===== config.mk =====
export PLATFORM = sky130hd
export DESIGN_NAME = vipf_device_flat
export DESIGN_NICKNAME = d
export VERILOG_FILES = /design/src/vipf_pkg.sv /design/src/vipf_link_if.sv /design/src/vipf_device.sv /design/src/flat_wrapper.sv
export SDC_FILE = /design/constraint.sdc
export NUM_CORES = 1
export LEC_CHECK = 0
export ABC_AREA = 1
export BUFFER_PORTS_ARGS = -buffer_cell sky130_fd_sc_hd__buf_2
export CAP_MARGIN = 20
export CORE_UTILIZATION = 42
export CTS_CLUSTER_DIAMETER = 40
export CTS_CLUSTER_SIZE = 30
export DETAILED_ROUTE_END_ITERATION = 10
export HOLD_SLACK_MARGIN = 0.15
export SYNTH_ARGS = -nofsm -noshare
export SYNTH_HDL_FRONTEND = slang
export SYNTH_SLANG_ARGS = --single-unit

===== constraint.sdc =====
create_clock -name i_clk -period 6.5 [get_ports i_clk]
set_clock_uncertainty 0.15 [all_clocks]
set_input_delay 0.65 -clock i_clk [delete_from_list [all_inputs] [get_ports i_clk]]
set_output_delay 0.65 -clock i_clk [all_outputs]
set_load 0.01 [all_outputs]

===== src/vipf_pkg.sv =====
// Constants, types and setup locations shared by both ends of the video input port.
// Assumes one 100 MHz system clock; all link pins are sampled on it.
// Notes on behaviour
// RULE_01 - Mode from location 0x01 bits 6:4, resets SD
// RULE_02 - Code 000 is SD only, 422 or RGB
// RULE_03 - Code 001 SDR, 010 DDR ED/HD only
// RULE_04 - SD: source drives 27 MHz clock, SD syncs; the source here divides the system clock by 4, giving 25 MHz
// RULE_05 - SD 8/10-bit interleaved on S, swap Y bus
// RULE_06 - SD 16/20-bit: luma S/Y, chroma Y/C
// RULE_07 - SD RGB enabled: R on S, G Y, B C
// RULE_08 - ED/HD RGB: R S, G Y, B C, SDR only
// RULE_09 - Narrow widths use only eight upper bits
// RULE_10 - Wide YCrCb and RGB need external syncs
// RULE_11 - SD format from location 0x88 bits 4:3
// RULE_12 - ED/HD width from location 0x33 bit 2
// RULE_13 - ED/HD 422 or 444 from 0x33 bit 6
// RULE_14 - ED/HD 444: luma Y, Cr S, Cb C
// RULE_15 - ED/HD SDR 422: luma Y, chroma C
// RULE_16 - DDR: luma one edge, chroma other, Y bus
// RULE_17 - Location 0x01 bits 2:1 pick luma edge
// RULE_18 - Program edge field 11 for sequence B
// RULE_19 - ED/HD: source drives clock and progressive syncs
// RULE_20 - DDR accepted only as 422 YCrCb
// RULE_21 - Codes 011, 100 simultaneous; SD primary, HD secondary
// RULE_22 - Code 111: interleaved Y bus, 54 MHz primary; the source here drives the primary at 25 MHz
// RULE_23 - SDR buses and syncs sampled on same rise

package vipf_pkg;

  // ****************************************************************
  // Setup locations and field positions
  // ****************************************************************
  localparam logic [7:0] LOC_INPUT_CTRL = 8'h01;
  localparam logic [7:0] LOC_HD_MODE = 8'h33;
  localparam logic [7:0] LOC_HD_RGB = 8'h35;
  localparam logic [7:0] LOC_SD_RGB = 8'h87;
  localparam logic [7:0] LOC_SD_MODE = 8'h88;
  localparam logic [7:0] CFG_RESET = 8'h00;
  localparam int MODE_MSB = 6;
  localparam int MODE_LSB = 4;
  localparam int BUS_SWAP_BIT = 7;
  localparam int EDGE_MSB = 2;
  localparam int EDGE_LSB = 1;
  localparam int HD_422_BIT = 6;
  localparam int HD_WIDE_BIT = 2;
  localparam int HD_RGB_BIT = 1;
  localparam int SD_RGB_BIT = 7;
  localparam int SD_WIDE_BIT = 4;
  localparam int SD_16_BIT = 3;

  // ****************************************************************
  // Input mode codes
  // ****************************************************************
  localparam logic [2:0] MODE_SD = 3'h0;
  localparam logic [2:0] MODE_HD_SDR = 3'h1;
  localparam logic [2:0] MODE_HD_DDR = 3'h2;
  localparam logic [2:0] MODE_SIM_SDR = 3'h3;
  localparam logic [2:0] MODE_SIM_DDR = 3'h4;
  localparam logic [2:0] MODE_ED54 = 3'h7;

  // ****************************************************************
  // Widths, link clock dividers, output formats
  // ****************************************************************
  localparam int BUS_W = 10;
  localparam logic [2:0] PRI_HALF = 3'h2;
  localparam logic [2:0] SEC_HALF = 3'h3;

  typedef enum logic [1:0] {
    FMT_INTERLEAVED = 2'h0,
    FMT_YC422 = 2'h1,
    FMT_YC444 = 2'h2,
    FMT_RGB = 2'h3
  } vipf_fmt_t;

  typedef enum logic [1:0] {
    DDR_WAIT_Y = 2'h1,
    DDR_HAVE_Y = 2'h2
  } vipf_ddr_t;

  // Narrow buses keep only the eight upper lines
  function automatic logic [BUS_W-1:0] trim(input logic [BUS_W-1:0] w, input logic wide);
    trim = wide ? w : {w[BUS_W-1:2], 2'h0}; // RULE_09
  endfunction

endpackage


===== src/vipf_link_if.sv =====
// Pixel link between a video source and the encoder input port.
// Assumes both ends run on the same system clock; all pins are one-way.
`timescale 1ns/1ps
`default_nettype none

interface vipf_link_if;
  logic primary_pixel_clock_in;
  logic secondary_pixel_clock_in;
  logic [9:0] s_bus;
  logic [9:0] y_bus;
  logic [9:0] c_bus;
  logic sd_hsync_n;
  logic sd_vsync_n;
  logic pr_hsync_n;
  logic pr_vsync_n;
  logic pr_blank_n;

  modport dev (
    input primary_pixel_clock_in, secondary_pixel_clock_in, s_bus, y_bus, c_bus,
    input sd_hsync_n, sd_vsync_n, pr_hsync_n, pr_vsync_n, pr_blank_n
  );
  modport src (
    output primary_pixel_clock_in, secondary_pixel_clock_in, s_bus, y_bus, c_bus,
    output sd_hsync_n, sd_vsync_n, pr_hsync_n, pr_vsync_n, pr_blank_n
  );
endinterface

`default_nettype wire


===== src/vipf_device.sv =====
// Encoder input port: samples the pixel link and routes the buses by input mode.
// Assumes link pins change only on system clock edges; setup is written per location.
`timescale 1ns/1ps
`default_nettype none

module vipf_device (
  input wire logic i_clk,
  input wire logic i_sys_rst,
  vipf_link_if.dev link,
  input wire logic i_cfg_we,
  input wire logic [7:0] i_cfg_addr,
  input wire logic [7:0] i_cfg_wdata,
  output logic [2:0] o_input_mode,
  output logic o_pix_valid,
  output logic [1:0] o_pix_fmt,
  output logic [9:0] o_comp0,
  output logic [9:0] o_comp1,
  output logic [9:0] o_comp2,
  output logic o_hsync_n,
  output logic o_vsync_n,
  output logic o_blank_n,
  output logic o_ext_sync_only,
  output logic o_aux_valid,
  output logic [9:0] o_aux_luma,
  output logic [9:0] o_aux_chroma
);

  // ****************************************************************
  // State
  // ****************************************************************
  typedef struct packed {
    logic [7:0] ctrl;
    logic [7:0] hd_mode;
    logic [7:0] hd_rgb;
    logic [7:0] sd_rgb;
    logic [7:0] sd_mode;
    logic pck;
    logic pck_prev;
    logic sck;
    logic sck_prev;
    logic [9:0] s_bus;
    logic [9:0] y_bus;
    logic [9:0] c_bus;
    logic [4:0] syncs;
    vipf_pkg::vipf_ddr_t ddr_ph;
    logic [9:0] ddr_luma;
    logic pix_valid;
    vipf_pkg::vipf_fmt_t fmt;
    logic [9:0] comp0;
    logic [9:0] comp1;
    logic [9:0] comp2;
    logic [2:0] sync_out;
    logic ext_sync;
    logic aux_valid;
    logic [9:0] aux_luma;
    logic [9:0] aux_chroma;
  } vipf_dev_state_t;

  vipf_dev_state_t q;
  vipf_dev_state_t d;

  logic [2:0] mode;
  logic swap;
  logic luma_on_fall;
  logic sd_wide;
  logic hd_wide;
  logic pri_rise;
  logic pri_fall;
  logic sec_rise;
  logic sec_fall;
  logic ddr_on;
  logic ddr_rise;
  logic ddr_fall;
  logic luma_edge;
  logic chroma_edge;

  // ****************************************************************
  // Next state
  // ****************************************************************
  always_comb begin
    d = q;
    d.pix_valid = 1'b0;
    d.aux_valid = 1'b0;
    if (i_cfg_we) begin
      case (i_cfg_addr)
        vipf_pkg::LOC_INPUT_CTRL: d.ctrl = i_cfg_wdata;
        vipf_pkg::LOC_HD_MODE: d.hd_mode = i_cfg_wdata;
        vipf_pkg::LOC_HD_RGB: d.hd_rgb = i_cfg_wdata;
        vipf_pkg::LOC_SD_RGB: d.sd_rgb = i_cfg_wdata;
        vipf_pkg::LOC_SD_MODE: d.sd_mode = i_cfg_wdata;
        default: d.ctrl = q.ctrl;
      endcase
    end
    // Link pins are registered once so clock level and data stay aligned
    d.pck = link.primary_pixel_clock_in;
    d.pck_prev = q.pck;
    d.sck = link.secondary_pixel_clock_in;
    d.sck_prev = q.sck;
    d.s_bus = link.s_bus;
    d.y_bus = link.y_bus;
    d.c_bus = link.c_bus;
    d.syncs = {link.sd_hsync_n, link.sd_vsync_n, link.pr_hsync_n, link.pr_vsync_n,
               link.pr_blank_n};

    mode = q.ctrl[vipf_pkg::MODE_MSB:vipf_pkg::MODE_LSB]; // RULE_01
    swap = q.ctrl[vipf_pkg::BUS_SWAP_BIT];
    // Only the low bit of the edge field matters; 11 also means luma on fall
    luma_on_fall = q.ctrl[vipf_pkg::EDGE_LSB]; // RULE_17 RULE_18
    sd_wide = q.sd_mode[vipf_pkg::SD_WIDE_BIT]; // RULE_11
    hd_wide = q.hd_mode[vipf_pkg::HD_WIDE_BIT]; // RULE_12
    pri_rise = q.pck & ~q.pck_prev;
    pri_fall = ~q.pck & q.pck_prev;
    sec_rise = q.sck & ~q.sck_prev;
    sec_fall = ~q.sck & q.sck_prev;

    case (mode)
      vipf_pkg::MODE_SD: begin // RULE_02
        if (pri_rise) begin // RULE_23
          d.pix_valid = 1'b1;
          d.sync_out = {q.syncs[4:3], 1'b1};
          d.comp2 = '0;
          if (q.sd_rgb[vipf_pkg::SD_RGB_BIT]) begin // RULE_07
            d.fmt = vipf_pkg::FMT_RGB;
            d.comp0 = vipf_pkg::trim(q.s_bus, sd_wide);
            d.comp1 = vipf_pkg::trim(q.y_bus, sd_wide);
            d.comp2 = vipf_pkg::trim(q.c_bus, sd_wide);
            d.ext_sync = 1'b1; // RULE_10
          end else if (q.sd_mode[vipf_pkg::SD_16_BIT]) begin // RULE_06 RULE_11
            d.fmt = vipf_pkg::FMT_YC422;
            d.comp0 = vipf_pkg::trim(swap ? q.y_bus : q.s_bus, sd_wide);
            d.comp1 = vipf_pkg::trim(swap ? q.c_bus : q.y_bus, sd_wide);
            d.ext_sync = 1'b1; // RULE_10
          end else begin
            d.fmt = vipf_pkg::FMT_INTERLEAVED;
            d.comp0 = vipf_pkg::trim(swap ? q.y_bus : q.s_bus, sd_wide); // RULE_05
            d.comp1 = '0;
            d.ext_sync = 1'b0;
          end
        end
      end
      vipf_pkg::MODE_HD_SDR: begin // RULE_03
        if (pri_rise) begin // RULE_23
          d.pix_valid = 1'b1;
          d.sync_out = q.syncs[2:0];
          d.comp0 = vipf_pkg::trim(q.y_bus, hd_wide);
          d.comp2 = '0;
          d.ext_sync = 1'b0;
          if (q.hd_rgb[vipf_pkg::HD_RGB_BIT]) begin // RULE_08
            d.fmt = vipf_pkg::FMT_RGB;
            d.comp0 = vipf_pkg::trim(q.s_bus, hd_wide);
            d.comp1 = vipf_pkg::trim(q.y_bus, hd_wide);
            d.comp2 = vipf_pkg::trim(q.c_bus, hd_wide);
            d.ext_sync = 1'b1; // RULE_10
          end else if (q.hd_mode[vipf_pkg::HD_422_BIT]) begin // RULE_13
            d.fmt = vipf_pkg::FMT_YC422;
            d.comp1 = vipf_pkg::trim(q.c_bus, hd_wide); // RULE_15
          end else begin
            d.fmt = vipf_pkg::FMT_YC444;
            d.comp1 = vipf_pkg::trim(q.s_bus, hd_wide); // RULE_14
            d.comp2 = vipf_pkg::trim(q.c_bus, hd_wide);
            d.ext_sync = 1'b1; // RULE_10
          end
        end
      end
      vipf_pkg::MODE_SIM_SDR, vipf_pkg::MODE_SIM_DDR: begin // RULE_21
        if (pri_rise) begin
          d.pix_valid = 1'b1;
          d.fmt = vipf_pkg::FMT_INTERLEAVED;
          d.sync_out = {q.syncs[4:3], 1'b1};
          d.comp0 = vipf_pkg::trim(q.s_bus, sd_wide);
          d.comp1 = '0;
          d.comp2 = '0;
          d.ext_sync = 1'b0;
        end
        if (mode == vipf_pkg::MODE_SIM_SDR && sec_rise) begin
          d.aux_valid = 1'b1;
          d.aux_luma = vipf_pkg::trim(q.y_bus, hd_wide);
          d.aux_chroma = vipf_pkg::trim(q.c_bus, hd_wide);
        end
      end
      vipf_pkg::MODE_ED54: begin // RULE_22
        if (pri_rise) begin
          d.pix_valid = 1'b1;
          d.fmt = vipf_pkg::FMT_INTERLEAVED;
          d.sync_out = q.syncs[2:0];
          d.comp0 = vipf_pkg::trim(q.y_bus, hd_wide);
          d.comp1 = '0;
          d.comp2 = '0;
          d.ext_sync = 1'b0;
        end
      end
      default: d.pix_valid = 1'b0;
    endcase

    // ****************************************************************
    // Dual data rate capture, always 4:2:2 on the Y bus
    // ****************************************************************
    ddr_on = (mode == vipf_pkg::MODE_HD_DDR) || (mode == vipf_pkg::MODE_SIM_DDR); // RULE_20
    ddr_rise = (mode == vipf_pkg::MODE_SIM_DDR) ? sec_rise : pri_rise;
    ddr_fall = (mode == vipf_pkg::MODE_SIM_DDR) ? sec_fall : pri_fall;
    luma_edge = luma_on_fall ? ddr_fall : ddr_rise; // RULE_16
    chroma_edge = luma_on_fall ? ddr_rise : ddr_fall; // RULE_16
    if (!ddr_on) begin
      d.ddr_ph = vipf_pkg::DDR_WAIT_Y;
    end else begin
      case (q.ddr_ph)
        vipf_pkg::DDR_WAIT_Y: begin
          if (luma_edge) begin
            d.ddr_luma = vipf_pkg::trim(q.y_bus, hd_wide);
            d.ddr_ph = vipf_pkg::DDR_HAVE_Y;
          end
        end
        vipf_pkg::DDR_HAVE_Y: begin
          if (chroma_edge) begin
            d.ddr_ph = vipf_pkg::DDR_WAIT_Y;
            if (mode == vipf_pkg::MODE_SIM_DDR) begin
              d.aux_valid = 1'b1;
              d.aux_luma = q.ddr_luma;
              d.aux_chroma = vipf_pkg::trim(q.y_bus, hd_wide);
            end else begin
              d.pix_valid = 1'b1;
              d.fmt = vipf_pkg::FMT_YC422;
              d.sync_out = q.syncs[2:0];
              d.comp0 = q.ddr_luma;
              d.comp1 = vipf_pkg::trim(q.y_bus, hd_wide);
              d.comp2 = '0;
              d.ext_sync = 1'b0;
            end
          end else if (luma_edge) begin
            d.ddr_luma = vipf_pkg::trim(q.y_bus, hd_wide);
          end
        end
        default: d.ddr_ph = vipf_pkg::DDR_WAIT_Y;
      endcase
    end
  end

  // ****************************************************************
  // Registers
  // ****************************************************************
  always_ff @(posedge i_clk or posedge i_sys_rst) begin
    if (i_sys_rst) begin
      q <= '0;
      q.ctrl <= vipf_pkg::CFG_RESET; // RULE_01
      q.ddr_ph <= vipf_pkg::DDR_WAIT_Y;
      q.sync_out <= 3'h7;
      q.syncs <= 5'h1f;
    end else begin
      q <= d;
    end
  end

  assign o_input_mode = q.ctrl[vipf_pkg::MODE_MSB:vipf_pkg::MODE_LSB];
  assign o_pix_valid = q.pix_valid;
  assign o_pix_fmt = q.fmt;
  assign o_comp0 = q.comp0;
  assign o_comp1 = q.comp1;
  assign o_comp2 = q.comp2;
  assign o_hsync_n = q.sync_out[2];
  assign o_vsync_n = q.sync_out[1];
  assign o_blank_n = q.sync_out[0];
  assign o_ext_sync_only = q.ext_sync;
  assign o_aux_valid = q.aux_valid;
  assign o_aux_luma = q.aux_luma;
  assign o_aux_chroma = q.aux_chroma;

endmodule

`default_nettype wire


===== src/flat_wrapper.sv =====
// flat-port wrapper written by rule: the top's interface ports become plain ports
module vipf_device_flat 
  (i_clk, i_sys_rst, i_cfg_we, i_cfg_addr, i_cfg_wdata, o_input_mode, o_pix_valid, o_pix_fmt, o_comp0, o_comp1, o_comp2, o_hsync_n, o_vsync_n, o_blank_n, o_ext_sync_only, o_aux_valid, o_aux_luma, o_aux_chroma, link_primary_pixel_clock_in, link_secondary_pixel_clock_in, link_s_bus, link_y_bus, link_c_bus, link_sd_hsync_n, link_sd_vsync_n, link_pr_hsync_n, link_pr_vsync_n, link_pr_blank_n);
  vipf_link_if link_i ();
  input wire logic i_clk;
  input wire logic i_sys_rst;
  input wire logic i_cfg_we;
  input wire logic [7:0] i_cfg_addr;
  input wire logic [7:0] i_cfg_wdata;
  output logic [2:0] o_input_mode;
  output logic o_pix_valid;
  output logic [1:0] o_pix_fmt;
  output logic [9:0] o_comp0;
  output logic [9:0] o_comp1;
  output logic [9:0] o_comp2;
  output logic o_hsync_n;
  output logic o_vsync_n;
  output logic o_blank_n;
  output logic o_ext_sync_only;
  output logic o_aux_valid;
  output logic [9:0] o_aux_luma;
  output logic [9:0] o_aux_chroma;
  input wire logic [$bits(link_i.primary_pixel_clock_in)-1:0] link_primary_pixel_clock_in;
  input wire logic [$bits(link_i.secondary_pixel_clock_in)-1:0] link_secondary_pixel_clock_in;
  input wire logic [$bits(link_i.s_bus)-1:0] link_s_bus;
  input wire logic [$bits(link_i.y_bus)-1:0] link_y_bus;
  input wire logic [$bits(link_i.c_bus)-1:0] link_c_bus;
  input wire logic [$bits(link_i.sd_hsync_n)-1:0] link_sd_hsync_n;
  input wire logic [$bits(link_i.sd_vsync_n)-1:0] link_sd_vsync_n;
  input wire logic [$bits(link_i.pr_hsync_n)-1:0] link_pr_hsync_n;
  input wire logic [$bits(link_i.pr_vsync_n)-1:0] link_pr_vsync_n;
  input wire logic [$bits(link_i.pr_blank_n)-1:0] link_pr_blank_n;
  assign link_i.primary_pixel_clock_in = link_primary_pixel_clock_in;
  assign link_i.secondary_pixel_clock_in = link_secondary_pixel_clock_in;
  assign link_i.s_bus = link_s_bus;
  assign link_i.y_bus = link_y_bus;
  assign link_i.c_bus = link_c_bus;
  assign link_i.sd_hsync_n = link_sd_hsync_n;
  assign link_i.sd_vsync_n = link_sd_vsync_n;
  assign link_i.pr_hsync_n = link_pr_hsync_n;
  assign link_i.pr_vsync_n = link_pr_vsync_n;
  assign link_i.pr_blank_n = link_pr_blank_n;
  vipf_device u_core (.i_clk(i_clk), .i_sys_rst(i_sys_rst), .link(link_i), .i_cfg_we(i_cfg_we), .i_cfg_addr(i_cfg_addr), .i_cfg_wdata(i_cfg_wdata), .o_input_mode(o_input_mode), .o_pix_valid(o_pix_valid), .o_pix_fmt(o_pix_fmt), .o_comp0(o_comp0), .o_comp1(o_comp1), .o_comp2(o_comp2), .o_hsync_n(o_hsync_n), .o_vsync_n(o_vsync_n), .o_blank_n(o_blank_n), .o_ext_sync_only(o_ext_sync_only), .o_aux_valid(o_aux_valid), .o_aux_luma(o_aux_luma), .o_aux_chroma(o_aux_chroma));
endmodule

==> out/qor.yml <==
drive_above_1_share_pct: 22.9
cts_resized: 0
synth_seq_cells: 120
relSlewSlack_pct: 38.7
start_util_pct: 43.2
synth_xor_area_share_pct: 0
n_antenna_cell: 0
leakagePower_nw: 3.75
dr.pass1.iters: 5
holdWs_ps: 151
synth_compound_area_share_pct: 8.37
synthTopCellsByArea: "dfrtp_1 44%, nand2_1 14%, buf_4 7.4%"
area.growth.synth_to_final_pct: 14.7
hpwlAfterDp_um: 11500
clk_pin_slew_worst_paths_ps: 50
max-cap-violations: 0
run_status: "finished, final reports clean"
wl_met2_um: 7190
setup_tns_ps: 0
synth_edf_count: 0
crit_start: "u_core.q[107]"
ys_warn_count: 0
synth_top_family_by_area: "simple AND/OR/NAND/NOR gates"
antenna_found_initial: 0
utilization_pct: 49.6
routed-via-count: 5242
wl_met1_um: 7550
swShare_pct: 25.6
fp.dieW_um: 124
via_per_inst: 5.04
rows: 44
seq_power_share_pct: 39.7
grt_pass1_vias: 4885
internal_power_mw: 1.65
p_sw_mw: 0.569
tightest_slew_ps: 919
setup_viol: 0
yosysTopAreaCellShare_pct: 44.2
regToRegStartpoint: "u_core.q[107]"
grt_overflow: 0
drc: 0
cts_hold_buf: 0
fin_crit_sh_pct: 40.1
muxShareOfSynthArea_pct: 1.26
pwr-share-clk_pct: 48.3
synth_fa_ha_area_share_pct: 0
routed.top_layer: "met4"
fill_cells: 1457
cts_buffer_depth: 2
worstPathRequired_ps: 6650
synth_top_area_cell: "dfrtp_1"
drv_slew: 0
worst_setup_path_end_kind: "flip-flop"
start_kind: "flip-flop"
arrival_ps: 2760
h-tree-depth: 4
synth.most_common_cell: "nand2_1"
cts_sinks: 120
dieArea_um2: 15400
num_io_pins: 117
powerDensity_nw_per_um2: 309
avgSynthCellArea_um2: 7.99
nets: 899
cts_setup_buffers: 0
cts_tree: "built"
ys_seq_area_share_pct: 48.0
max_freq_mhz: 383
combPwrFrac_pct: 12.1
cts-root-buf: "clkbuf_16"
drtIter0Drc: 454
hold_viol_final: 0
dieHeight_um: 124
synthSimpleGateAreaFrac_pct: 29.1
grt.total_usage_pct: 22.0
gp_congestion: 0.908
grt_first_pass_wirelength_um: 26300
wl_per_cell_um: 15.4
netlist_area_um2: 6280
cts_buffers: 17
async_flop_share_pct: 100
routed_wl_um: 16000
io_buffers: 115
ys.flop_type: "dfrtp_1"
rsz0062_at_grt: "no"
ant_nets: 0
worstPathMaxFanout: 36
crit_type: "reg2reg"
min_period_ps: 2610
holdCritPathClass: "in2async"
synth.top_cells.by_count: "238 x nand2_1, 111 x dfrtp_1, 69 x nor2_1, 63 x inv_1, 62 x buf_4"
wl_met3_um: 1090
clk-insertion-delay-late_ps: 420
synthCells: 786
synth_cell_types: 36
syn_nets: 842
ir_worst_vdd_v: 0.000171
grt_max_degree: 74
core_um2: 14500
==> per-stage QoR <==
step | cell area [um^2] | setup slack, ps | power (mW) | std cells
after floorplan | 6280 | 2530 | 1.09 | 786
after global placement | 6530 | 3960 | 1.16 | 1008
after detailed placement | 6530 | 3940 | 1.16 | 1008
after CTS | 7200 | 3920 | 2.24 | 1040
after global routing | 7200 | 3720 | 2.32 | 1040
final | 7200 | 3890 | 2.22 | 1040
==> registers in the layout (all words and copies together), names as in the netlist <==
register,count
u_core.d,2
u_core.o_pix_fmt,2
u_core.o_vsync_n,1
u_core.o_ext_sync_only,1
u_core.o_comp1,10
u_core.o_comp2,10
u_core.q,55
u_core.o_blank_n,1
u_core.luma_on_fall,1
u_core.hd_wide,1
u_core.o_hsync_n,1
u_core.o_comp0,10
u_core.o_input_mode,3
u_core.o_aux_valid,1
u_core.o_pix_valid,1
u_core.o_aux_chroma,10
u_core.o_aux_luma,10
==> worst max-delay path, cell delays in order (launching register included) <==
cell and delay, ps:
dfrtp_1 370, inv_1 80, nand2_2 150, inv_1 450, nand2_1 170, nand3_2 140, nand3_4 370, inv_2 360
nand2_1 90, nand2_1 90, nor2_1 50
==> cell type report <==
class | count | area (um^2) | share of cell area [%]
Sequential cell | 120 | 3010 | 41.9
Timing Repair Buffer | 117 | 591 | 8.20
Tap cell | 184 | 230 | 3.20
Clock buffer | 19 | 453 | 6.29
Inverter | 68 | 258 | 3.58
Multi-Input combinational cell | 519 | 2430 | 33.8
Clock inverter | 13 | 224 | 3.11
==> cells by family after synthesis <==
group | Yosys count
mux | 7
simple gates | 417
buf+inv | 147
compound gates | 95
flops | 120
==> metal layers <==
layer	global-route usage, %	up-vias
met5	0	-
met4	7.16	0
met3	5.24	14
met2	33.0	175
met1	31.1	2466
li1	-	2587
==> final timing paths <==
| kind | to | cells after the start | slack (ps) |
|---|---|---|---|
| min in group i_clk | u_core.q[74] | 1 | 180 |
| max in group asynchronous | u_core.o_comp0[6] | 3 | 4720 |
| hold reg to reg | u_core.q[105] | 0 | 230 |
| setup / recovery | u_core.o_comp1[4] | 10 | 3890 |
| hold / removal | u_core.q[84] | 2 | 150 |
| setup reg to reg | u_core.o_comp1[4] | 10 | 3890 |
==> cell usage in the layout, fill, tap and decap left out, types with 3 or more instances in the layout <==
cell type,instances
nand2_1,238
buf_2,115
dfrtp_1,111
nor2_1,69
inv_1,62
nand3_1,57
o21ai_0,38
o21ai_1,24
a21oi_1,21
clkbuf_16,17
nand4_1,15
nor3_1,12
dfstp_2,9
nand2_2,7
mux2_2,7
bufinv_16,6
inv_2,5
nand3_2,5
clkinv_2,4
nor2_4,3
o211ai_1,3
==> power groups by stage <==
stage               registers, mW  logic [mW]  clock network, mW
finish                      0.881       0.269               1.07
global route                0.892       0.308               1.12
CTS                         0.882       0.271               1.09
detailed placement          0.894       0.270                  0
global placement            0.893       0.268                  0
floorplan                   0.871       0.222                  0
No activity file was read; power rests on OpenSTA's default activity.
